[config.mk]
export PLATFORM = sky130hd
export DESIGN_NAME = sar_adc_conversion_control
export DESIGN_NICKNAME = d
export VERILOG_FILES = /design/src/logic/conv_pkg.sv /design/src/logic/conv_if.sv /design/src/logic/sar_sequencer.sv /design/src/logic/sar_adc_conversion_control.sv
export SDC_FILE = /design/constraint.sdc
export NUM_CORES = 1
export LEC_CHECK = 0
export BUFFER_PORTS_ARGS = -buffer_cell sky130_fd_sc_hd__buf_4
export CAP_MARGIN = 20
export CORE_AREA = 2 2 141 143
export DETAILED_ROUTE_END_ITERATION = 7
export DIE_AREA = 0 0 143 145
export GPL_TIMING_DRIVEN = 0
export SLEW_MARGIN = 0
export SYNTH_ARGS = -nofsm -noshare
export SYNTH_HDL_FRONTEND = slang
export SYNTH_SLANG_ARGS = --single-unit
export TNS_END_PERCENT = 10
[constraint.sdc]
create_clock -name clk -period 2.07 [get_ports clk]
set_input_delay 0.3105 -clock clk [delete_from_list [all_inputs] [get_ports clk]]
set_output_delay 0.3105 -clock clk [all_outputs]
set_load 0.005 [all_outputs]
[src/logic/conv_pkg.sv]
package conv_pkg;
   // register offsets (byte bus, 8-bit data)
   localparam logic [3:0] CTRL_ADDR = 4'h0;
   localparam logic [3:0] CFG_ADDR = 4'h1;
   localparam logic [3:0] CHAN_ADDR = 4'h2;
   localparam logic [3:0] RES_LO_ADDR = 4'h3;
   localparam logic [3:0] RES_HI_ADDR = 4'h4;
   localparam logic [3:0] WLO_LO_ADDR = 4'h5;
   localparam logic [3:0] WLO_HI_ADDR = 4'h6;
   localparam logic [3:0] WHI_LO_ADDR = 4'h7;
   localparam logic [3:0] WHI_HI_ADDR = 4'h8;
   localparam logic [3:0] STAT_ADDR = 4'h9;
   localparam logic [3:0] MASK_ADDR = 4'hA;
   // ctrl fields
   localparam int CTRL_GO_BIT = 0;
   localparam int CTRL_SRC_LSB = 1;
   localparam int CTRL_LJUST_BIT = 3;
   localparam int CTRL_WIN_OUT_BIT = 4;
   localparam int CTRL_SHDN_BIT = 5;
   localparam int CTRL_BUSY_BIT = 7;
   // cfg fields
   localparam int CFG_GAIN_LSB = 0;
   localparam int CFG_REF_BIT = 3;
   localparam int CFG_DIFF_LSB = 4;
   // status bits
   localparam int STAT_DONE_BIT = 0;
   localparam int STAT_WIN_BIT = 1;
   localparam logic [7:0] CTRL_RESET = 8'h20;
   localparam logic [7:0] CFG_RESET = 8'h01;
   localparam logic [7:0] CHAN_RESET = 8'h00;
   localparam logic [7:0] MASK_RESET = 8'h00;
   localparam logic [11:0] WLO_RESET = 12'h000;
   localparam logic [11:0] WHI_RESET = 12'hFFF;
   localparam logic [3:0] CHAN_TEMP = 4'h8;
   localparam logic [2:0] GAIN_MAX = 3'h5;
   localparam int RES_W = 12;
   localparam int CONV_CYCLES = 16;
   localparam int CLK_HZ = 10_000_000;
   localparam int MIN_SAMPLE_NS = 10_000;
   localparam int SAMPLE_CYCLES = (MIN_SAMPLE_NS * (CLK_HZ / 1_000_000) + 999) / 1000;

   typedef enum logic [1:0] {
      SRC_SOFT = 2'b00,
      SRC_TMR2 = 2'b01,
      SRC_TMR3 = 2'b10,
      SRC_EXT = 2'b11
   } start_src_t;

   typedef enum logic [1:0] {
      ST_IDLE = 2'b00,
      ST_CONV = 2'b01,
      ST_DONE = 2'b11
   } conv_state_t;
endpackage

[src/logic/conv_if.sv]
`timescale 1ns/1ps
interface conv_if;
   logic start;
   logic done;
   logic [11:0] code;
   logic busy;
   modport ctl (output start, input done, input code, input busy);
   modport seq (input start, output done, output code, output busy);
endinterface

[src/logic/sar_sequencer.sv]
`timescale 1ns/1ps
module sar_sequencer
   import conv_pkg::*;
(
   input wire logic clk,
   input wire logic reset_n,
   input wire logic [RES_W-1:0] analog_code,
   conv_if.seq cv
);
   logic [4:0] cnt_q;
   logic [RES_W-1:0] code_q;
   logic [RES_W-1:0] samp_q;
   conv_state_t st_q;

   always_ff @(posedge clk) begin
      if (!reset_n) begin
         st_q <= ST_IDLE;
         cnt_q <= 5'h00;
      end else begin
         case (st_q)
            ST_IDLE: begin
               if (cv.start) begin
                  st_q <= ST_CONV;
                  cnt_q <= 5'h00;
               end
            end
            ST_CONV: begin
               cnt_q <= cnt_q + 5'h01;
               if (cnt_q == 5'(CONV_CYCLES - 1)) begin
                  st_q <= ST_DONE;
               end
            end
            default: begin
               st_q <= ST_IDLE;
            end
         endcase
      end
   end

   // one bit decided per cycle, msb first, against the held sample
   always_ff @(posedge clk) begin
      if (!reset_n) begin
         samp_q <= 12'h000;
         code_q <= 12'h000;
      end else if (st_q == ST_IDLE && cv.start) begin
         samp_q <= analog_code;
         code_q <= 12'h000;
      end else if (st_q == ST_CONV && cnt_q < 5'(RES_W)) begin
         code_q[RES_W-1-cnt_q[3:0]] <= samp_q[RES_W-1-cnt_q[3:0]];
      end
   end

   assign cv.busy = (st_q != ST_IDLE);
   assign cv.done = (st_q == ST_DONE);
   assign cv.code = code_q;
endmodule // sar_sequencer

[src/logic/sar_adc_conversion_control.sv]
`timescale 1ns/1ps
module sar_adc_conversion_control
   import conv_pkg::*;
#(
   parameter bit TEN_BIT = 1'b0
)(
   input wire logic clk,
   input wire logic reset_n,
   input wire logic [3:0] addr,
   input wire logic [7:0] wdata,
   input wire logic wr,
   input wire logic rd,
   output logic [7:0] rdata,
   input wire logic tmr2_ovf,
   input wire logic tmr3_ovf,
   input wire logic ext_start_pin,
   input wire logic [RES_W-1:0] analog_code,
   output logic [3:0] mux_sel,
   output logic [3:0] diff_pairs,
   output logic [2:0] gain_sel,
   output logic ref_sel_ext,
   output logic shutdown,
   output logic irq
);
   logic [7:0] ctrl_q;
   logic [7:0] cfg_q;
   logic [7:0] chan_q;
   logic [11:0] wlo_q;
   logic [11:0] whi_q;
   logic [15:0] res_q;
   logic [1:0] stat_q;
   logic [7:0] mask_q;
   logic [2:0] ext_sync_q;
   logic ext_level_q;
   logic ext_rise;
   logic trig;
   logic go_fire;
   logic [11:0] res_val;
   logic in_win;
   logic win_hit;
   start_src_t src;
   conv_if cv ();

   function automatic logic hit(input logic [3:0] a, input logic [3:0] target);
      hit = (a == target);
   endfunction

   sar_sequencer u_seq (
      .clk(clk),
      .reset_n(reset_n),
      .analog_code(analog_code),
      .cv(cv)
   );

   // three stages; edge taken only once stages two and three agree
   always_ff @(posedge clk) begin
      if (!reset_n) begin
         ext_sync_q <= 3'h0;
         ext_level_q <= 1'b0;
      end else begin
         ext_sync_q <= {ext_sync_q[1:0], ext_start_pin};
         if (ext_sync_q[1] == ext_sync_q[2]) begin
            ext_level_q <= ext_sync_q[2];
         end
      end
   end
   assign ext_rise = (ext_sync_q[1] == ext_sync_q[2]) && ext_sync_q[2] && !ext_level_q;

   assign src = start_src_t'(ctrl_q[CTRL_SRC_LSB +: 2]);
   assign go_fire = wr && hit(addr, CTRL_ADDR) && wdata[CTRL_GO_BIT];

   always_comb begin
      case (src)
         SRC_SOFT: trig = go_fire;
         SRC_TMR2: trig = tmr2_ovf;
         SRC_TMR3: trig = tmr3_ovf;
         default: trig = ext_rise;
      endcase
   end

   // busy gates new starts; shutdown blocks them entirely
   assign cv.start = trig && !cv.busy && !ctrl_q[CTRL_SHDN_BIT];

   // ten-bit variant drops two lsbs
   assign res_val = TEN_BIT ? {2'b00, cv.code[11:2]} : cv.code;

   assign in_win = (res_val >= wlo_q) && (res_val <= whi_q);
   assign win_hit = ctrl_q[CTRL_WIN_OUT_BIT] ? !in_win : in_win;

   always_ff @(posedge clk) begin
      if (!reset_n) begin
         ctrl_q <= CTRL_RESET;
         cfg_q <= CFG_RESET;
         chan_q <= CHAN_RESET;
         wlo_q <= WLO_RESET;
         whi_q <= WHI_RESET;
         mask_q <= MASK_RESET;
      end else if (wr) begin
         if (hit(addr, CTRL_ADDR)) begin
            ctrl_q <= {1'b0, wdata[6:1], 1'b0};
         end else if (hit(addr, CFG_ADDR)) begin
            // gains above the top code clamp to GAIN_MAX (code 5)
            cfg_q <= {wdata[7:3], (wdata[2:0] > GAIN_MAX) ? GAIN_MAX : wdata[2:0]};
         end else if (hit(addr, CHAN_ADDR)) begin
            chan_q <= {4'h0, (wdata[3:0] > CHAN_TEMP) ? CHAN_TEMP : wdata[3:0]};
         end else if (hit(addr, WLO_LO_ADDR)) begin
            wlo_q[7:0] <= wdata;
         end else if (hit(addr, WLO_HI_ADDR)) begin
            wlo_q[11:8] <= wdata[3:0];
         end else if (hit(addr, WHI_LO_ADDR)) begin
            whi_q[7:0] <= wdata;
         end else if (hit(addr, WHI_HI_ADDR)) begin
            whi_q[11:8] <= wdata[3:0];
         end else if (hit(addr, MASK_ADDR)) begin
            mask_q <= {6'h00, wdata[1:0]};
         end
      end
   end

   always_ff @(posedge clk) begin
      if (!reset_n) begin
         res_q <= 16'h0000;
      end else if (cv.done) begin
         if (ctrl_q[CTRL_LJUST_BIT]) begin
            res_q <= TEN_BIT ? {res_val[9:0], 6'h00} : {res_val, 4'h0};
         end else begin
            res_q <= {4'h0, res_val};
         end
      end
   end

   // set wins over a write-one clear in the same cycle
   always_ff @(posedge clk) begin
      if (!reset_n) begin
         stat_q <= 2'b00;
      end else begin
         stat_q[STAT_DONE_BIT] <= cv.done ||
            (stat_q[STAT_DONE_BIT] &&
             !(wr && hit(addr, STAT_ADDR) && wdata[STAT_DONE_BIT]));
         stat_q[STAT_WIN_BIT] <= (cv.done && win_hit) ||
            (stat_q[STAT_WIN_BIT] &&
             !(wr && hit(addr, STAT_ADDR) && wdata[STAT_WIN_BIT]));
      end
   end

   assign irq = |(stat_q & mask_q[1:0]);

   always_ff @(posedge clk) begin
      if (!reset_n) begin
         rdata <= 8'h00;
      end else if (rd) begin
         if (hit(addr, CTRL_ADDR)) begin
            rdata <= {cv.busy, ctrl_q[6:0]};
         end else if (hit(addr, CFG_ADDR)) begin
            rdata <= cfg_q;
         end else if (hit(addr, CHAN_ADDR)) begin
            rdata <= chan_q;
         end else if (hit(addr, RES_LO_ADDR)) begin
            rdata <= res_q[7:0];
         end else if (hit(addr, RES_HI_ADDR)) begin
            rdata <= res_q[15:8];
         end else if (hit(addr, WLO_LO_ADDR)) begin
            rdata <= wlo_q[7:0];
         end else if (hit(addr, WLO_HI_ADDR)) begin
            rdata <= {4'h0, wlo_q[11:8]};
         end else if (hit(addr, WHI_LO_ADDR)) begin
            rdata <= whi_q[7:0];
         end else if (hit(addr, WHI_HI_ADDR)) begin
            rdata <= {4'h0, whi_q[11:8]};
         end else if (hit(addr, STAT_ADDR)) begin
            rdata <= {6'h00, stat_q};
         end else if (hit(addr, MASK_ADDR)) begin
            rdata <= mask_q;
         end else begin
            rdata <= 8'h00;
         end
      end else begin
         rdata <= 8'h00;
      end
   end

   assign mux_sel = chan_q[3:0];
   assign diff_pairs = cfg_q[CFG_DIFF_LSB +: 4];
   assign gain_sel = cfg_q[CFG_GAIN_LSB +: 3];
   assign ref_sel_ext = cfg_q[CFG_REF_BIT];
   assign shutdown = ctrl_q[CTRL_SHDN_BIT];
endmodule // sar_adc_conversion_control

==> results_dict.tcl, run 1 <==
set metrics [dict create \
    status "complete, no violations" \
    fillers 2017 \
    yosysWarnings 0 \
    io_pins 53 \
    wl_per_cell_um 16.4 \
    cts_sinks 105 \
    grt_pass1_wl_um 25000 \
    synth_commonest_cells "dfxtp_1, nand2_1, mux2i_1, nor2b_1, a21oi_1" \
    start_kind "flop" \
    detail_route.iter0.violations 346 \
    syn-num-nets 713 \
    grt_pass1_vias 4549 \
    synth_edf_count 0 \
    fin_crit_sh_pct 94.1 \
    slew_headroom_pct 49.9 \
    synth_cell_types 63 \
    dp_hpwl_um 12000 \
    dr.pass1.iters 5 \
    power_uw 4040 \
    cts.htree.levels 3 \
    fin_cells 975 \
    post_cts_buffers 0 \
    cap_violations 0 \
    clkLatencyLatePin_ns 0.35 \
    pwr_density_cell_nw_per_um2 609 \
    placed_cells 960 \
    crit_path_max_fanout 5 \
    die_x_um 143 \
    final_net_count 771 \
    tightestPinTransition_ns 0.752 \
    fmax_mhz 513 \
    chipHeight_um 145 \
    hold_buffers 0 \
    regArea_um2 2100 \
    grt_overflow 0 \
    hold_viol 0 \
    vias_per_cell 4.98 \
    cts-buffers-inserted 9 \
    synthFlopType "dfxtp_1" \
    synth.ff_latch_count 105 \
    critPathArrivalTime_ns 2.19 \
    finalSetupTns_ns 0 \
    drc_errors 0 \
    antenna_cells 0 \
    multi_input_area_um2 3230 \
    max-vdd-ir-drop_mv 0.411 \
    utilization_pct 34.5 \
    hp-class "primary input to flop" \
    async_flop_share_pct 0 \
    wl_um 16000 \
    layout-drive-gt1-share_pct 13.5 \
    syn_area_per_cell_um2 8.72 \
    clock_skew_ns 0.00593 \
    crit_type "flop to flop" \
    grt_max_degree 16 \
    via_count 4852 \
    clk_pin_slew_worst_paths_ns 0.07 \
    grt_antenna_before_repair 0 \
    cp-end-kind "flop" \
    rsz0062_at_grt "no" \
    cts_buffer_depth 2 \
    start_util_pct 29.4 \
    period_needed_ns 1.95 \
    fp.dieArea_um2 20700 \
    grt_use_total_pct 15.6 \
    leakage_uw 0.00281 \
    syn_inst 648 \
    ant_nets 0 \
    row_count 51 \
    synth_area_leaders "dfxtp_1, mux2i_1, ha_1, nand2_1, nor2b_1" \
    routabilityCongestion 0.845 \
    netlist.area_leader.share_pct 37.2 \
    required_ns 2.31 \
    yosysSeqAreaShare_pct 37.2 \
    core_um2 19200 \
    synth.cell_area_um2 5650 \
    drv_slew 0 \
    setup_violations 0 \
    root_buffer "clkbuf_16" \
    yosys.area.top_type "dfxtp_1" \
    synth.most_common_cell "dfxtp_1" \
    numPortBuffers 47 \
    fin_hold_ws_ns 0.175 \
    syn2layout_area_growth_pct 17.3 \
    cts_tree "yes" \
]
worst max-delay path, cell delays in order (launching register included):
cell,delay [ns]
dfxtp_1,0.52
ha_1,0.32
a211o_1,0.29
a31oi_1,0.17
nor3_1,0.09
o22ai_1,0.20
o2111ai_1,0.14
o311ai_0,0.13
metal layers:
metal  global-route usage [%]  wire, µm  vias up
li1                         -         -     2393
met1                     21.4      7500     2292
met2                     24.6      7340      140
met3                     2.34       728       27
met4                     6.19       417        0
met5                        0         0        -
path summary, 6_finish.rpt:
check,from,end,slack (ns),cells past startpoint
worst max-delay path,u_seq.cv.code[2],stat_q[1],0.12,7
worst min-delay path,ext_start_pin,ext_sync_q[0],0.17,2
worst max register to register,u_seq.cv.code[2],stat_q[1],0.12,7
worst min register to register,ext_sync_q[0],ext_sync_q[1],0.44,1
stage by stage:
stage	area, µm²	setup WS, ns
after floorplan	5650	0.353
after CTS	6620	0.104
final	6620	0.122
after global routing	6620	0.00551
after global placement	6330	0.117
after detailed placement	6330	0.112
area by class of cell:
| type | count | share of cell area [%] |
|---|---|---|
| multi-input combinational | 467 | 48.7 |
| sequential | 105 | 31.7 |
| timing repair buffer | 47 | 5.33 |
| tap | 265 | 5.01 |
| clock buffer | 13 | 4.08 |
| buffer | 40 | 2.91 |
| inverter | 36 | 2.04 |
| clock inverter | 2 | 0.189 |
placed cells by master (no fill, tap or decap), drive strengths merged, types with 11 or more instances in the layout:
cell	Yosys	final
dfxtp	105	105
nand2	78	78
buf	23	70
mux2i	51	51
nor2b	43	43
a21oi	39	39
inv	36	36
ha	34	34
nor2	33	33
clkbuf	17	30
o21ai	28	28
a21boi	21	21
and2	15	15
nor3	14	14
nand3	12	12
o211a	11	11
cells by family (layout without fill, tap and decap cells):
family | count (synthesis) | count (layout) | share of synthesized area, %
AOI/OAI and AO/OA | 150 | 150 | 17.9
xor gates and xnor gates | 1 | 1 | 0.155
adders and majority gates | 34 | 34 | 7.53
buffers and inverters | 76 | 138 | 5.80
DFF | 105 | 105 | 37.2
muxes | 55 | 55 | 10.6
and+or+nand+nor | 227 | 227 | 20.8
where the power goes:
group          total (µW)  switching, µW  internal (µW)
logic                 332            199            133
registers            2050           11.9           2040
clock network        1660            748            907
total                4040            959           3080
repair_timing:
action / in CTS / in global routing
gates resized for setup: 0 / 1
endpoints found under the hold margin: 0 / 0
setup endpoints to repair: 0 / 1
sequential cells by signal, indices dropped and copies added, names as in the netlist:
name           flops
stat_q             2
ext_sync_q         3
whi_q             12
mask_q             2
wlo_q             12
rdata              8
res_q             16
u_seq.cnt_q        5
chan_q             4
u_seq.st_q         2
ext_level_q        1
cfg_q              8
ctrl_q             6
u_seq.samp_q      12
u_seq.cv.code     12
Power figures use the tool's default switching activity.
==> run 2: changes to the inputs <==
--- a/config.mk
+++ b/config.mk
@@ -5,11 +5,12 @@
 export SDC_FILE = /design/constraint.sdc
 export NUM_CORES = 1
 export LEC_CHECK = 0
+export ABC_AREA = 1
 export BUFFER_PORTS_ARGS = -buffer_cell sky130_fd_sc_hd__buf_4
 export CAP_MARGIN = 20
-export CORE_AREA = 2 2 141 143
+export CORE_AREA = 2 2 137 139
 export DETAILED_ROUTE_END_ITERATION = 7
-export DIE_AREA = 0 0 143 145
+export DIE_AREA = 0 0 139 141
 export GPL_TIMING_DRIVEN = 0
 export SLEW_MARGIN = 0
 export SYNTH_ARGS = -nofsm -noshare
==> run 2 against run 1 <==
Effect of this change:
- power grew 0.17%
- clock power barely moved
- clock skew increased by 0.0023 ns
- global-route usage is essentially flat
- critical path depth rose by 4
- clock-buffer cell count shrank 2
- largest power group unchanged
- routed wire length shrank 5.2%
- synthesized cell count is 17% higher
- register-to-register slack improved by 0.16 ns
- largest cell class unchanged
==> results_dict.tcl, run 2 <==
set metrics [dict create \
    chipHeight_um 141 \
    utilization_pct 34.4 \
    start_kind "flop" \
    p_comb_share_pct 7.3 \
    tightestPinTransition_ns 0.663 \
    reg2reg_from "u_seq.cv.code[11]" \
    period_needed_ns 1.78 \
    hp-class "primary input to flop" \
    wl_um 15200 \
    yosysWarnings 0 \
    status "complete, no violations" \
    top_layer_used "met4" \
    synth.cell_area_um2 5320 \
    fin_crit_sh_pct 86.2 \
    netlist.area_leader.share_pct 39.5 \
    synthFlopType "dfxtp_1" \
    clk_pin_slew_worst_paths_ns 0.07 \
    synth_cell_types 31 \
    final_net_count 882 \
    cts_buffer_depth 2 \
    reg2regPathDepth 11 \
    row_count 50 \
    antenna_cells 0 \
    hold_end "ext_sync_q[0]" \
    layout_commonest_cell "nand2_1" \
    die_x_um 139 \
    syn_inst 757 \
    pwr_density_cell_nw_per_um2 644 \
    dp_hpwl_um 11400 \
    fmax_mhz 560 \
    seq_power_share_pct 50.9 \
    grt_use_total_pct 15.7 \
    grt_antenna_before_repair 0 \
    finalSetupTns_ns 0 \
    grt_pass1_vias 4504 \
    setup_violations 0 \
    start_util_pct 29.1 \
    fin_cells 1056 \
    crit_path_max_fanout 5 \
    hold_buffers 0 \
    rsz0062_at_grt "no" \
    crit_type "flop to flop" \
    final_cell_mix "nand2_1, inv_1, dfxtp_1" \
    p_sw_share_pct 24.9 \
    ant_nets 0 \
    fp.dieArea_um2 19600 \
    synth.ff_latch_count 105 \
    cts-buffers-inserted 9 \
    hold_viol 0 \
    drc_errors 0 \
    p_int_uw 3040 \
    grt_pass1_wl_um 24000 \
    ctsResizeCount 0 \
    reg2reg_slack_ns 0.29 \
    vias_per_cell 4.76 \
    syn_area_per_cell_um2 7.03 \
    wl_met3_um 779 \
    max-vdd-ir-drop_mv 0.446 \
    leakage_uw 0.00287 \
    synth_edf_count 0 \
    clkLatencyLatePin_ns 0.36 \
    power_uw 4040 \
    slew_headroom_pct 55.8 \
    met1_length_um 6930 \
    detail_route.iter0.violations 278 \
    p_clk_share_pct 41.8 \
    hp-start "ext_start_pin" \
    cap_violations 0 \
    min_path_cells 3 \
    routabilityCongestion 0.865 \
    via_count 5029 \
    root_buffer "clkbuf_16" \
    power.switching_uw 1010 \
    regMostFlops "res_q" \
    placed_area_um2 5980 \
    syn-num-nets 822 \
    post_cts_buffers 0 \
    cts_sinks 105 \
    clock_skew_ns 0.00827 \
    dr.pass1.iters 5 \
    wl_met2_um 7060 \
    yosys.area.top_type "dfxtp_1" \
    synth_area_leaders "dfxtp_1, nand2_1, ha_1, inv_1, a21oi_1" \
    io_pins 53 \
    async_flop_share_pct 0 \
    wl_per_cell_um 14.4 \
    drv_slew 0 \
    largest_register_ffs 16 \
    core_um2 18300 \
    grt_max_degree 18 \
    numPortBuffers 49 \
    placed_cells 1040 \
    layout-drive-gt1-share_pct 11.1 \
    cts.htree.levels 3 \
    synth.most_common_cell "nand2_1" \
    r2r_end "stat_q[1]" \
    required_ns 2.36 \
    critPathArrivalTime_ns 2.08 \
    grt_overflow 0 \
    cp-end-kind "flop" \
    yosysSeqAreaShare_pct 39.5 \
    stdcell_area_um2 6280 \
    synth_commonest_cells "nand2_1, dfxtp_1, inv_1, nor2_1, a21oi_1" \
    syn2layout_area_growth_pct 17.9 \
    cts_tree "yes" \
    fillers 1981 \
]
run 2: cell count changes in the layout (fill, tap and decap cells not counted), moves of 34 or more:
cell     change
inv_1       +69
a21oi_1     +34
mux2i_1     -51
nand2_1     +97
nor2_1      +45
nor2b_1     -43
o21ai_0     +34
run 2: layout make-up:
| class | count | area, µm² | area share, % |
|---|---|---|---|
| Inverter | 111 | 417 | 6.64 |
| Clock buffer | 11 | 253 | 4.03 |
| Clock inverter | 5 | 38.8 | 0.618 |
| Buffer | 24 | 125 | 1.99 |
| Sequential cell | 105 | 2100 | 33.5 |
| Multi-Input combinational cell | 517 | 2680 | 42.7 |
| Tap cell | 234 | 293 | 4.67 |
| Timing Repair Buffer | 49 | 368 | 5.86 |
run 2: how the worst max path moves through the flow:
stage / startpoint / cells after the start / endpoint
after floorplan: u_seq.cnt_q[2] / 8 / u_seq.cv.code[4]
after global placement: reset_n / 4 / whi_q[5]
after detailed placement: reset_n / 4 / whi_q[9]
after CTS: u_seq.cv.code[11] / 11 / stat_q[1]
after global routing: u_seq.cv.code[11] / 11 / stat_q[1]
final: u_seq.cv.code[11] / 11 / stat_q[1]
run 2: power by group through the flow:
stage	clock network [µW]	logic, µW	registers, µW
after CTS	1740	295	2060
after floorplan	0	156	2100
after global placement	0	293	2100
final	1690	296	2060
after detailed placement	0	294	2100
after global routing	1820	328	2060
run 2: cells by family (layout without fill, tap and decap cells):
logic type,Yosys count,count (layout),synth area share [%]
AND/OR/NAND/NOR,308,308,24.0
AO/OA/AOI/OAI,175,175,18.4
buffers and inverters,135,200,10.2
flip-flops,105,105,39.5
adder cells (fa/ha/maj),34,34,7.99
run 2: routing by layer:
metal  GRT usage (%)  vias up
met5               0        -
met1            20.2     2287
met2            26.0      134
met4            5.53        0
met3            3.23       21
li1                -     2587
run 2: through the flow:
stage / hold WS (ns) / worst slack (ns)
6_report: 0.138 / 0.285
5_1_grt: 0.131 / 0.0837
4_1_cts: 0.129 / 0.300
3_5_place_dp: 0.401 / 0.0588
3_3_place_gp: 0.393 / 0.0777
2_1_floorplan: 0.390 / 0.586
run 2: critical path, stage by stage, from the launching register on:
cell	delay [ns]
dfxtp_1	0.40
ha_1	0.34
nand2_1	0.07
nor2_1	0.23
inv_1	0.07
nor2_1	0.09
nand2_1	0.06
nand4_1	0.11
nand2_1	0.07
nand2_1	0.05
nand3_1	0.08
a21oi_1	0.14
